**src/design/ddim_pkg.sv**
```systemverilog
/*
  Package for the DMA-completion interrupt mask block: register offsets,
  implemented-bit mask, reset values and the carrier structs.
  Assumes a 32-bit word register port with byte offsets as printed.
*/
package ddim_pkg;

  localparam int unsigned ADDR_W = 8;
  localparam int unsigned DATA_W = 32;
  localparam int unsigned SRC_W  = 16;

  // register offsets
  localparam logic [7:0] OFF_IRQ_MASK      = 8'h8c;
  localparam logic [7:0] OFF_MASK_SET      = 8'h90;
  localparam logic [7:0] OFF_MASK_CLEAR    = 8'h94;
  localparam logic [7:0] OFF_IRQ_CLEAR     = 8'h9c;
  localparam logic [7:0] OFF_MASKED_STATUS = 8'ha0;
  localparam logic [7:0] OFF_RAW_STATUS    = 8'ha4;
  localparam logic [7:0] OFF_TRIG_SELECT   = 8'hb0;
  // block-local interrupt status and mask (one disables) of the unmapped-access and source-completion events
  localparam logic [7:0] OFF_EVT_STATUS    = 8'hc0;
  localparam logic [7:0] OFF_EVT_MASK      = 8'hc4;

  // implemented source bits and reset values
  localparam logic [15:0] SRC_IMPL_MASK   = 16'hff0f;
  localparam logic [15:0] MASK_RESET      = 16'hff0f;
  localparam logic [31:0] TRIG_SEL_RESET  = 32'h0000_0000;
  localparam logic [31:0] TRIG_SEL_IMPL   = 32'hffff_ffff;
  localparam logic [1:0]  EVT_MASK_RESET  = 2'h3;

  // source bit positions
  localparam int unsigned BIT_CONV_CH6       = 15;
  localparam int unsigned BIT_CONV_CH4       = 14;
  localparam int unsigned BIT_CONV_CH2       = 13;
  localparam int unsigned BIT_CONV_CH0       = 12;
  localparam int unsigned BIT_AUDIO_WRITE    = 11;
  localparam int unsigned BIT_AUDIO_READ     = 10;
  localparam int unsigned BIT_CAM_FIFO_EMPTY = 9;
  localparam int unsigned BIT_CAM_THRESHOLD  = 8;
  localparam int unsigned BIT_APP_SER_WRITE  = 3;
  localparam int unsigned BIT_APP_SER_READ   = 2;
  localparam int unsigned BIT_CARD_WRITE     = 1;
  localparam int unsigned BIT_CARD_READ      = 0;

  // event status bits
  localparam int unsigned EVT_UNMAPPED = 0;
  localparam int unsigned EVT_SRC_DONE = 1;

  typedef struct packed {
    logic              wr;
    logic              rd;
    logic [ADDR_W-1:0] addr;
    logic [DATA_W-1:0] wdata;
  } ddim_req_s;

  typedef struct packed {
    logic [SRC_W-1:0] done;
  } ddim_src_s;

endpackage

```
**src/design/ddim_flag_bank.sv**
```systemverilog
`timescale 1ns/100ps
/*
  Bank of sticky flags: hardware set pulses, software write-one-to-clear.
  Assumes set and clear are synchronous to clk; set wins over clear.
*/
module ddim_flag_bank #(
  parameter int unsigned WIDTH = 16,
  parameter logic [WIDTH-1:0] IMPL = '1
) (
  // clock and reset
  input  wire logic             clk,
  input  wire logic             rst,
  // set and clear
  input  wire logic [WIDTH-1:0] set_pulse,
  input  wire logic [WIDTH-1:0] clear_ones,
  // state
  output logic      [WIDTH-1:0] flags_q
);

  logic [WIDTH-1:0] flags_d;

  // an event landing on the clear cycle is kept
  assign flags_d = ((flags_q & ~clear_ones) | set_pulse) & IMPL;

  always_ff @(posedge clk or posedge rst) begin
    if (rst) begin
      flags_q <= '0;
    end else begin
      flags_q <= flags_d;
    end
  end

endmodule

```
**src/design/ddim_top.sv**
```systemverilog
`timescale 1ns/100ps
/*
  DMA-completion interrupt mask block: mask register with set and clear
  aliases, raw and masked completion status, status clear, a timer trigger
  select word and a small block-event interrupt.
  Assumes one clock, a plain register port with read data one cycle late,
  and completion pulses from the peripheral DMA channels on src.done.
*/
// Overview of operation
// - decode nine registers at documented offsets
// - mask resets to ff0f, implemented bits only
// - bits 15..12 gate converter channels 6,4,2,0
// - mask zero enables, one disables
// - bit 11 audio write, bit 10 read
// - bit 9 camera empty, bit 8 threshold
// - bits 3..0 serial and card transfers
// - set alias ones set mask bits
// - clear alias ones clear mask bits
module ddim_top (
  // clock and reset
  input  wire logic                          clk,
  input  wire logic                          rst,
  // register port
  input  wire ddim_pkg::ddim_req_s           req,
  output logic      [ddim_pkg::DATA_W-1:0]   rdata_q,
  // completion sources
  input  wire ddim_pkg::ddim_src_s           src,
  // per-source gated interrupt lines and trigger select
  output logic      [ddim_pkg::SRC_W-1:0]    src_irq,
  output logic      [ddim_pkg::DATA_W-1:0]   trig_select,
  // combined interrupt
  output logic                               dma_done_irq,
  output logic                               block_irq
);

  typedef enum logic [2:0] {
    DDIM_ACC_IDLE  = 3'h1,
    DDIM_ACC_WRITE = 3'h2,
    DDIM_ACC_READ  = 3'h4
  } ddim_acc_e;

  logic [ddim_pkg::SRC_W-1:0]  mask_q;
  logic [ddim_pkg::SRC_W-1:0]  mask_d;
  logic [ddim_pkg::SRC_W-1:0]  raw_status;
  logic [ddim_pkg::SRC_W-1:0]  masked_status;
  logic [ddim_pkg::SRC_W-1:0]  irq_clear_ones;
  logic [ddim_pkg::DATA_W-1:0] trig_q;
  logic [ddim_pkg::DATA_W-1:0] rdata_d;
  logic [1:0]                  evt_status;
  logic [1:0]                  evt_set;
  logic [1:0]                  evt_clear;
  logic [1:0]                  evt_mask_q;
  logic                        hit;
  logic                        src_rise_any;
  ddim_acc_e                   acc;

  // keep only implemented source positions of a bus word
  function automatic logic [ddim_pkg::SRC_W-1:0] src_bits(
    input logic [ddim_pkg::DATA_W-1:0] w
  );
    src_bits = w[ddim_pkg::SRC_W-1:0] & ddim_pkg::SRC_IMPL_MASK;
  endfunction

  // offset decode shared by reads and writes
  function automatic logic is_mapped(input logic [ddim_pkg::ADDR_W-1:0] a);
    case (a)
      ddim_pkg::OFF_IRQ_MASK,
      ddim_pkg::OFF_MASK_SET,
      ddim_pkg::OFF_MASK_CLEAR,
      ddim_pkg::OFF_IRQ_CLEAR,
      ddim_pkg::OFF_MASKED_STATUS,
      ddim_pkg::OFF_RAW_STATUS,
      ddim_pkg::OFF_TRIG_SELECT,
      ddim_pkg::OFF_EVT_STATUS,
      ddim_pkg::OFF_EVT_MASK: is_mapped = 1'b1;
      default:                is_mapped = 1'b0;
    endcase
  endfunction

  always_comb begin
    if (req.wr) begin
      acc = DDIM_ACC_WRITE;
    end else if (req.rd) begin
      acc = DDIM_ACC_READ;
    end else begin
      acc = DDIM_ACC_IDLE;
    end
  end

  assign hit = is_mapped(req.addr);

  // mask register
  always_comb begin
    mask_d = mask_q;
    if (acc == DDIM_ACC_WRITE) begin
      case (req.addr)
        ddim_pkg::OFF_IRQ_MASK:   mask_d = src_bits(req.wdata);
        ddim_pkg::OFF_MASK_SET:   mask_d = mask_q | src_bits(req.wdata);
        ddim_pkg::OFF_MASK_CLEAR: mask_d = mask_q & ~src_bits(req.wdata);
        default:                  mask_d = mask_q;
      endcase
    end
  end

  always_ff @(posedge clk or posedge rst) begin
    if (rst) begin
      mask_q <= ddim_pkg::MASK_RESET;
    end else begin
      mask_q <= mask_d;
    end
  end

  // timer trigger select: plain read/write word, not used inside
  always_ff @(posedge clk or posedge rst) begin
    if (rst) begin
      trig_q <= ddim_pkg::TRIG_SEL_RESET;
    end else if (acc == DDIM_ACC_WRITE && req.addr == ddim_pkg::OFF_TRIG_SELECT) begin
      trig_q <= req.wdata & ddim_pkg::TRIG_SEL_IMPL;
    end
  end

  assign trig_select = trig_q;

  // raw completion flags, write-one-to-clear at the status clear offset
  assign irq_clear_ones = (acc == DDIM_ACC_WRITE && req.addr == ddim_pkg::OFF_IRQ_CLEAR)
                          ? src_bits(req.wdata) : '0;

  ddim_flag_bank #(
    .WIDTH (ddim_pkg::SRC_W),
    .IMPL  (ddim_pkg::SRC_IMPL_MASK)
  ) u_raw (
    .clk        (clk),
    .rst        (rst),
    .set_pulse  (src.done),
    .clear_ones (irq_clear_ones),
    .flags_q    (raw_status)
  );

  assign masked_status = raw_status & ~mask_q;

  // per-source lines; bit positions follow the source layout:
  // converter channels at 15..12
  // audio port at 11 and 10
  assign src_irq      = masked_status;
  assign dma_done_irq = |masked_status;

  // block events: access to an unmapped offset, and any new completion
  assign src_rise_any = |(src.done & ddim_pkg::SRC_IMPL_MASK);
  always_comb begin
    evt_set = '0;
    evt_set[ddim_pkg::EVT_UNMAPPED] = (acc != DDIM_ACC_IDLE) && !hit;
    evt_set[ddim_pkg::EVT_SRC_DONE] = src_rise_any;
  end

  assign evt_clear = (acc == DDIM_ACC_WRITE && req.addr == ddim_pkg::OFF_EVT_STATUS)
                     ? req.wdata[1:0] : 2'h0;

  ddim_flag_bank #(
    .WIDTH (2),
    .IMPL  (2'h3)
  ) u_evt (
    .clk        (clk),
    .rst        (rst),
    .set_pulse  (evt_set),
    .clear_ones (evt_clear),
    .flags_q    (evt_status)
  );

  always_ff @(posedge clk or posedge rst) begin
    if (rst) begin
      evt_mask_q <= ddim_pkg::EVT_MASK_RESET;
    end else if (acc == DDIM_ACC_WRITE && req.addr == ddim_pkg::OFF_EVT_MASK) begin
      evt_mask_q <= req.wdata[1:0];
    end
  end

  // event mask uses the same sense as the source mask: one disables
  assign block_irq = |(evt_status & ~evt_mask_q);

  // read data; set and clear aliases and the clear register read zero
  always_comb begin
    rdata_d = '0;
    if (acc == DDIM_ACC_READ) begin
      case (req.addr)
        ddim_pkg::OFF_IRQ_MASK:      rdata_d[ddim_pkg::SRC_W-1:0] = mask_q;
        ddim_pkg::OFF_MASKED_STATUS: rdata_d[ddim_pkg::SRC_W-1:0] = masked_status;
        ddim_pkg::OFF_RAW_STATUS:    rdata_d[ddim_pkg::SRC_W-1:0] = raw_status;
        ddim_pkg::OFF_TRIG_SELECT:   rdata_d = trig_q;
        ddim_pkg::OFF_EVT_STATUS:    rdata_d[1:0] = evt_status;
        ddim_pkg::OFF_EVT_MASK:      rdata_d[1:0] = evt_mask_q;
        default:                     rdata_d = '0;
      endcase
    end
  end

  always_ff @(posedge clk or posedge rst) begin
    if (rst) begin
      rdata_q <= '0;
    end else begin
      rdata_q <= rdata_d;
    end
  end

endmodule

```
**config.mk**
```make
export PLATFORM = sky130hd
export DESIGN_NAME = ddim_top
export DESIGN_NICKNAME = d
export VERILOG_FILES = /design/src/design/ddim_pkg.sv /design/src/design/ddim_flag_bank.sv /design/src/design/ddim_top.sv
export SDC_FILE = /design/constraint.sdc
export NUM_CORES = 1
export LEC_CHECK = 0
export BUFFER_PORTS_ARGS = -buffer_cell sky130_fd_sc_hd__buf_2
export CAP_MARGIN = 15
export CELL_PAD_IN_SITES_DETAIL_PLACEMENT = 0
export CELL_PAD_IN_SITES_GLOBAL_PLACEMENT = 1
export CORE_ASPECT_RATIO = 1.4
export CORE_UTILIZATION = 35
export DETAILED_ROUTE_END_ITERATION = 8
export PLACE_DENSITY = 0.79
export SLEW_MARGIN = 0
export SYNTH_ARGS = -nofsm -noshare
export SYNTH_HDL_FRONTEND = slang
export SYNTH_SLANG_ARGS = --single-unit
```
**constraint.sdc**
```tcl
create_clock -name clk -period 2.88 [get_ports clk]
set_clock_uncertainty 0.1 [all_clocks]
set_input_delay 0.432 -clock clk [delete_from_list [all_inputs] [get_ports clk]]
set_output_delay 0.432 -clock clk [all_outputs]
set_load 0.01 [all_outputs]
```
==> impl_results.md <==
- Worst setup EP type: output pin
- Design Power: between 2000 and 3000 uW
- Max-Slew Margin vs Limit: 0.421
- Hold_buf cts: 0
- Die height: about 130 um
- Die span in x: approximately 93 um
- Peak supply drop: between 200 and 300 uV
- Largest net degree at the start of global routing: between 50 and 60
- Worst-Margin Slew: about 0.87 ns
- Worst Path Required: roughly 2.4 ns
- Power share of the clock group: 0.424
- Crit-path slowest cell: dfstp_2
- RSZ-0062 raised after global routing: false
- Top-area cell type share of the netlist area: 0.478
- Mapped Cells: 323
- Reg2reg start: mask_q[11]
- Synth unique cells: between 40 and 50
- Total grt overflow: 0
- Area of the core: approximately 0.011 mm^2
- IO Pins: roughly 140
- CTS Buffer Depth: 2
- Commonest non-fill, non-tap cell in the layout: buf_2
- Clock Sinks: 92
- Leak pwr: between 0.002 and 0.003 uW
- Worst path max stage delay: about 0.58 ns
- Kind of critical path: reg2out
- Final nets: approximately 520
- Synth top area cells: dfrtp_1 48%, dfstp_2 9.0%, mux2_1 3.9%
- Sequential share of power: 0.491
- Min Tclk post-route: about 2.2 ns
- Clock latency on the worst-skew pair: around 0.34 ns
- H-Tree Level Count: 3
- Critical path launch point type: flop
- Area Overhead vs Synth: 26.2%
- ANT cells: 0
- Final core utilization: 0.455
- Setup crit start: mask_q[15]
- Buffers on Ports: ~130
- CTS tree: yes
- Max Freq: roughly 460 MHz
- Largest area contributor in the netlist: dfrtp_1
- # resized after CTS: 0
- Comb power frac: 0.085
- Share of flip-flops with an asynchronous set or reset: 1.00
- Mapped Area: ~0.0041 mm^2
- Antenna viol nets, final: 0
- Post-CTS Setup Bufs: 0
- Vias per cell: about 5.2
- Layout cells sized above 1: 0.439
- Dpl ws: 0.590 ns
- Root buffer cell: clkbuf_16
- GR Util All Layers: 0.185
- Row Count: 46
- CP top delay family: flip-flops
- Final WS setup: 0.719 ns
- First-pass GRT wire length: between 15 and 20 mm
- Warnings, synthesis: 0
- Initial cell density of the core: 0.360
- Yosys reg bits: between 90 and 100
- Post-DP HPWL: just under 8 mm
- Final Hold Viols: 0
- Initial antenna violation count: 0
- Switching power total: about 650 uW
- Max FO, Critical Path: 6
- Clk pin slew, worst setup/hold paths: around 0.070 ns
- Final hold slack: ~0.16 ns
- DRT iter0 DRCs: 174
- Number of synthesized flops with an enable pin: 0
- Period utilisation layout: 0.750
- WL/cell: roughly 18 um
- Vias in the first global route: between 3000 and 4000
- Area of the multi-input gates: 0.00160 mm^2
- Critical path cell sequence: nor2b_1 -> nor4_1 -> nand3_1 -> buf_2
- Final setup fails: 0
- Mapped Avg Cell Area: between 10 and 15 um^2
- Cts bufs inserted: 9
- Most frequent cells in the layout: 133 x buf_2, 78 x dfrtp_1, 31 x nand2_1, 21 x and2_1
- Pwr Density: 542 mW/mm^2
- Router iterations before antenna repair: 5
- Hold crit path type: in2async
- Drt total wl: roughly 11 mm
- Via count: 3137
- Max Transition Viols Final: 0
- Outcome: completed
- Post-synth top flop: dfrtp_1
- Setup_tns: 0 ns
- Register area: 0.00232 mm^2
- Worst Path Arrival: 1.63 ns
- Internal: around 2100 uW
- Switching portion of total power: 0.233
- WP buf/inv: 1
- Die Area: around 0.012 mm^2
- Sequential area share after synthesis: 0.568
- DRC: 0
- Final Wtd Congestion: 0.854
- Max-cap violations: 0
- Fill cells: between 1000 and 1500
[cell families (layout without fill, tap and decap cells)]
group,count (synthesis),count (layout),synth area share
other cells,1,4,0.000918
buf+inv,26,160,0.0432
mux,36,36,0.108
flops,92,92,0.568
compound gates,60,60,0.123
simple gates,108,108,0.157
[worst reg2reg max path: cells and delay by family (launching register included)]
family	cells	cell delay, ns
and+or+nand+nor	2	0.17
DFF	1	0.55
AOI/OAI and AO/OA	2	0.51
[per-stage QoR]
step,cells,cell area [um^2]
after floorplan,326,4100
after global placement,588,4850
after detailed placement,588,4850
after CTS,604,5160
after global routing,604,5160
final,604,5160
[state kept, by name, indices dropped and copies added (netlist names)]
signal / flops
rdata_q: 32
trig_select: 32
mask_q: 12
u_raw.flags_q: 12
evt_mask_q: 2
u_evt.flags_q: 2
[power groups by stage]
stage                     sequential, uW  clock [uW]  combinational (uW)
after floorplan                     1400           0                 111
after global placement              1390           0                 235
after detailed placement            1400           0                 240
after CTS                           1370        1220                 241
after global routing                1380        1270                 261
final                               1370        1190                 239
[Yosys cell counts (all sizes together) (4+ instances only)]
library cell / n
and2: 24
a22o: 6
nor4: 7
a21oi: 7
nor2b: 13
mux2: 34
dfstp: 14
a222oi: 6
a21o: 13
buf: 20
a32o: 11
dfrtp: 78
a32oi: 6
nand2b: 7
nand2: 31
nor2: 10
and3: 4
[path summary, 6_finish.rpt]
path                                     end  slack (ns)  cells after the start
min reg2reg                u_raw.flags_q[14]        0.40                      1
max reg2reg                      rdata_q[11]        1.41                      4
min in group clk           u_raw.flags_q[10]        0.19                      2
min                          trig_select[20]        0.16                      2
max                             dma_done_irq        0.72                      4
max in group asynchronous          mask_q[8]        1.72                      3
[routing by layer]
layer	up-vias	track usage	wire, um
met5	-	0	0
met4	0	0.0715	197
met3	11	0.0326	606
met2	134	0.313	5410
met1	1560	0.235	4460
li1	1432	-	-
[layout make-up]
| type | instances | share of cell area |
|---|---|---|
| multi-input combinational | 208 | 0.310 |
| sequential | 92 | 0.450 |
| timing repair buffer | 141 | 0.143 |
| clock buffer | 11 | 0.0471 |
| clock inverter | 5 | 0.0119 |
| inverter | 3 | 0.00291 |
| tap | 144 | 0.0349 |
No activity file was read; power rests on OpenSTA's default activity.
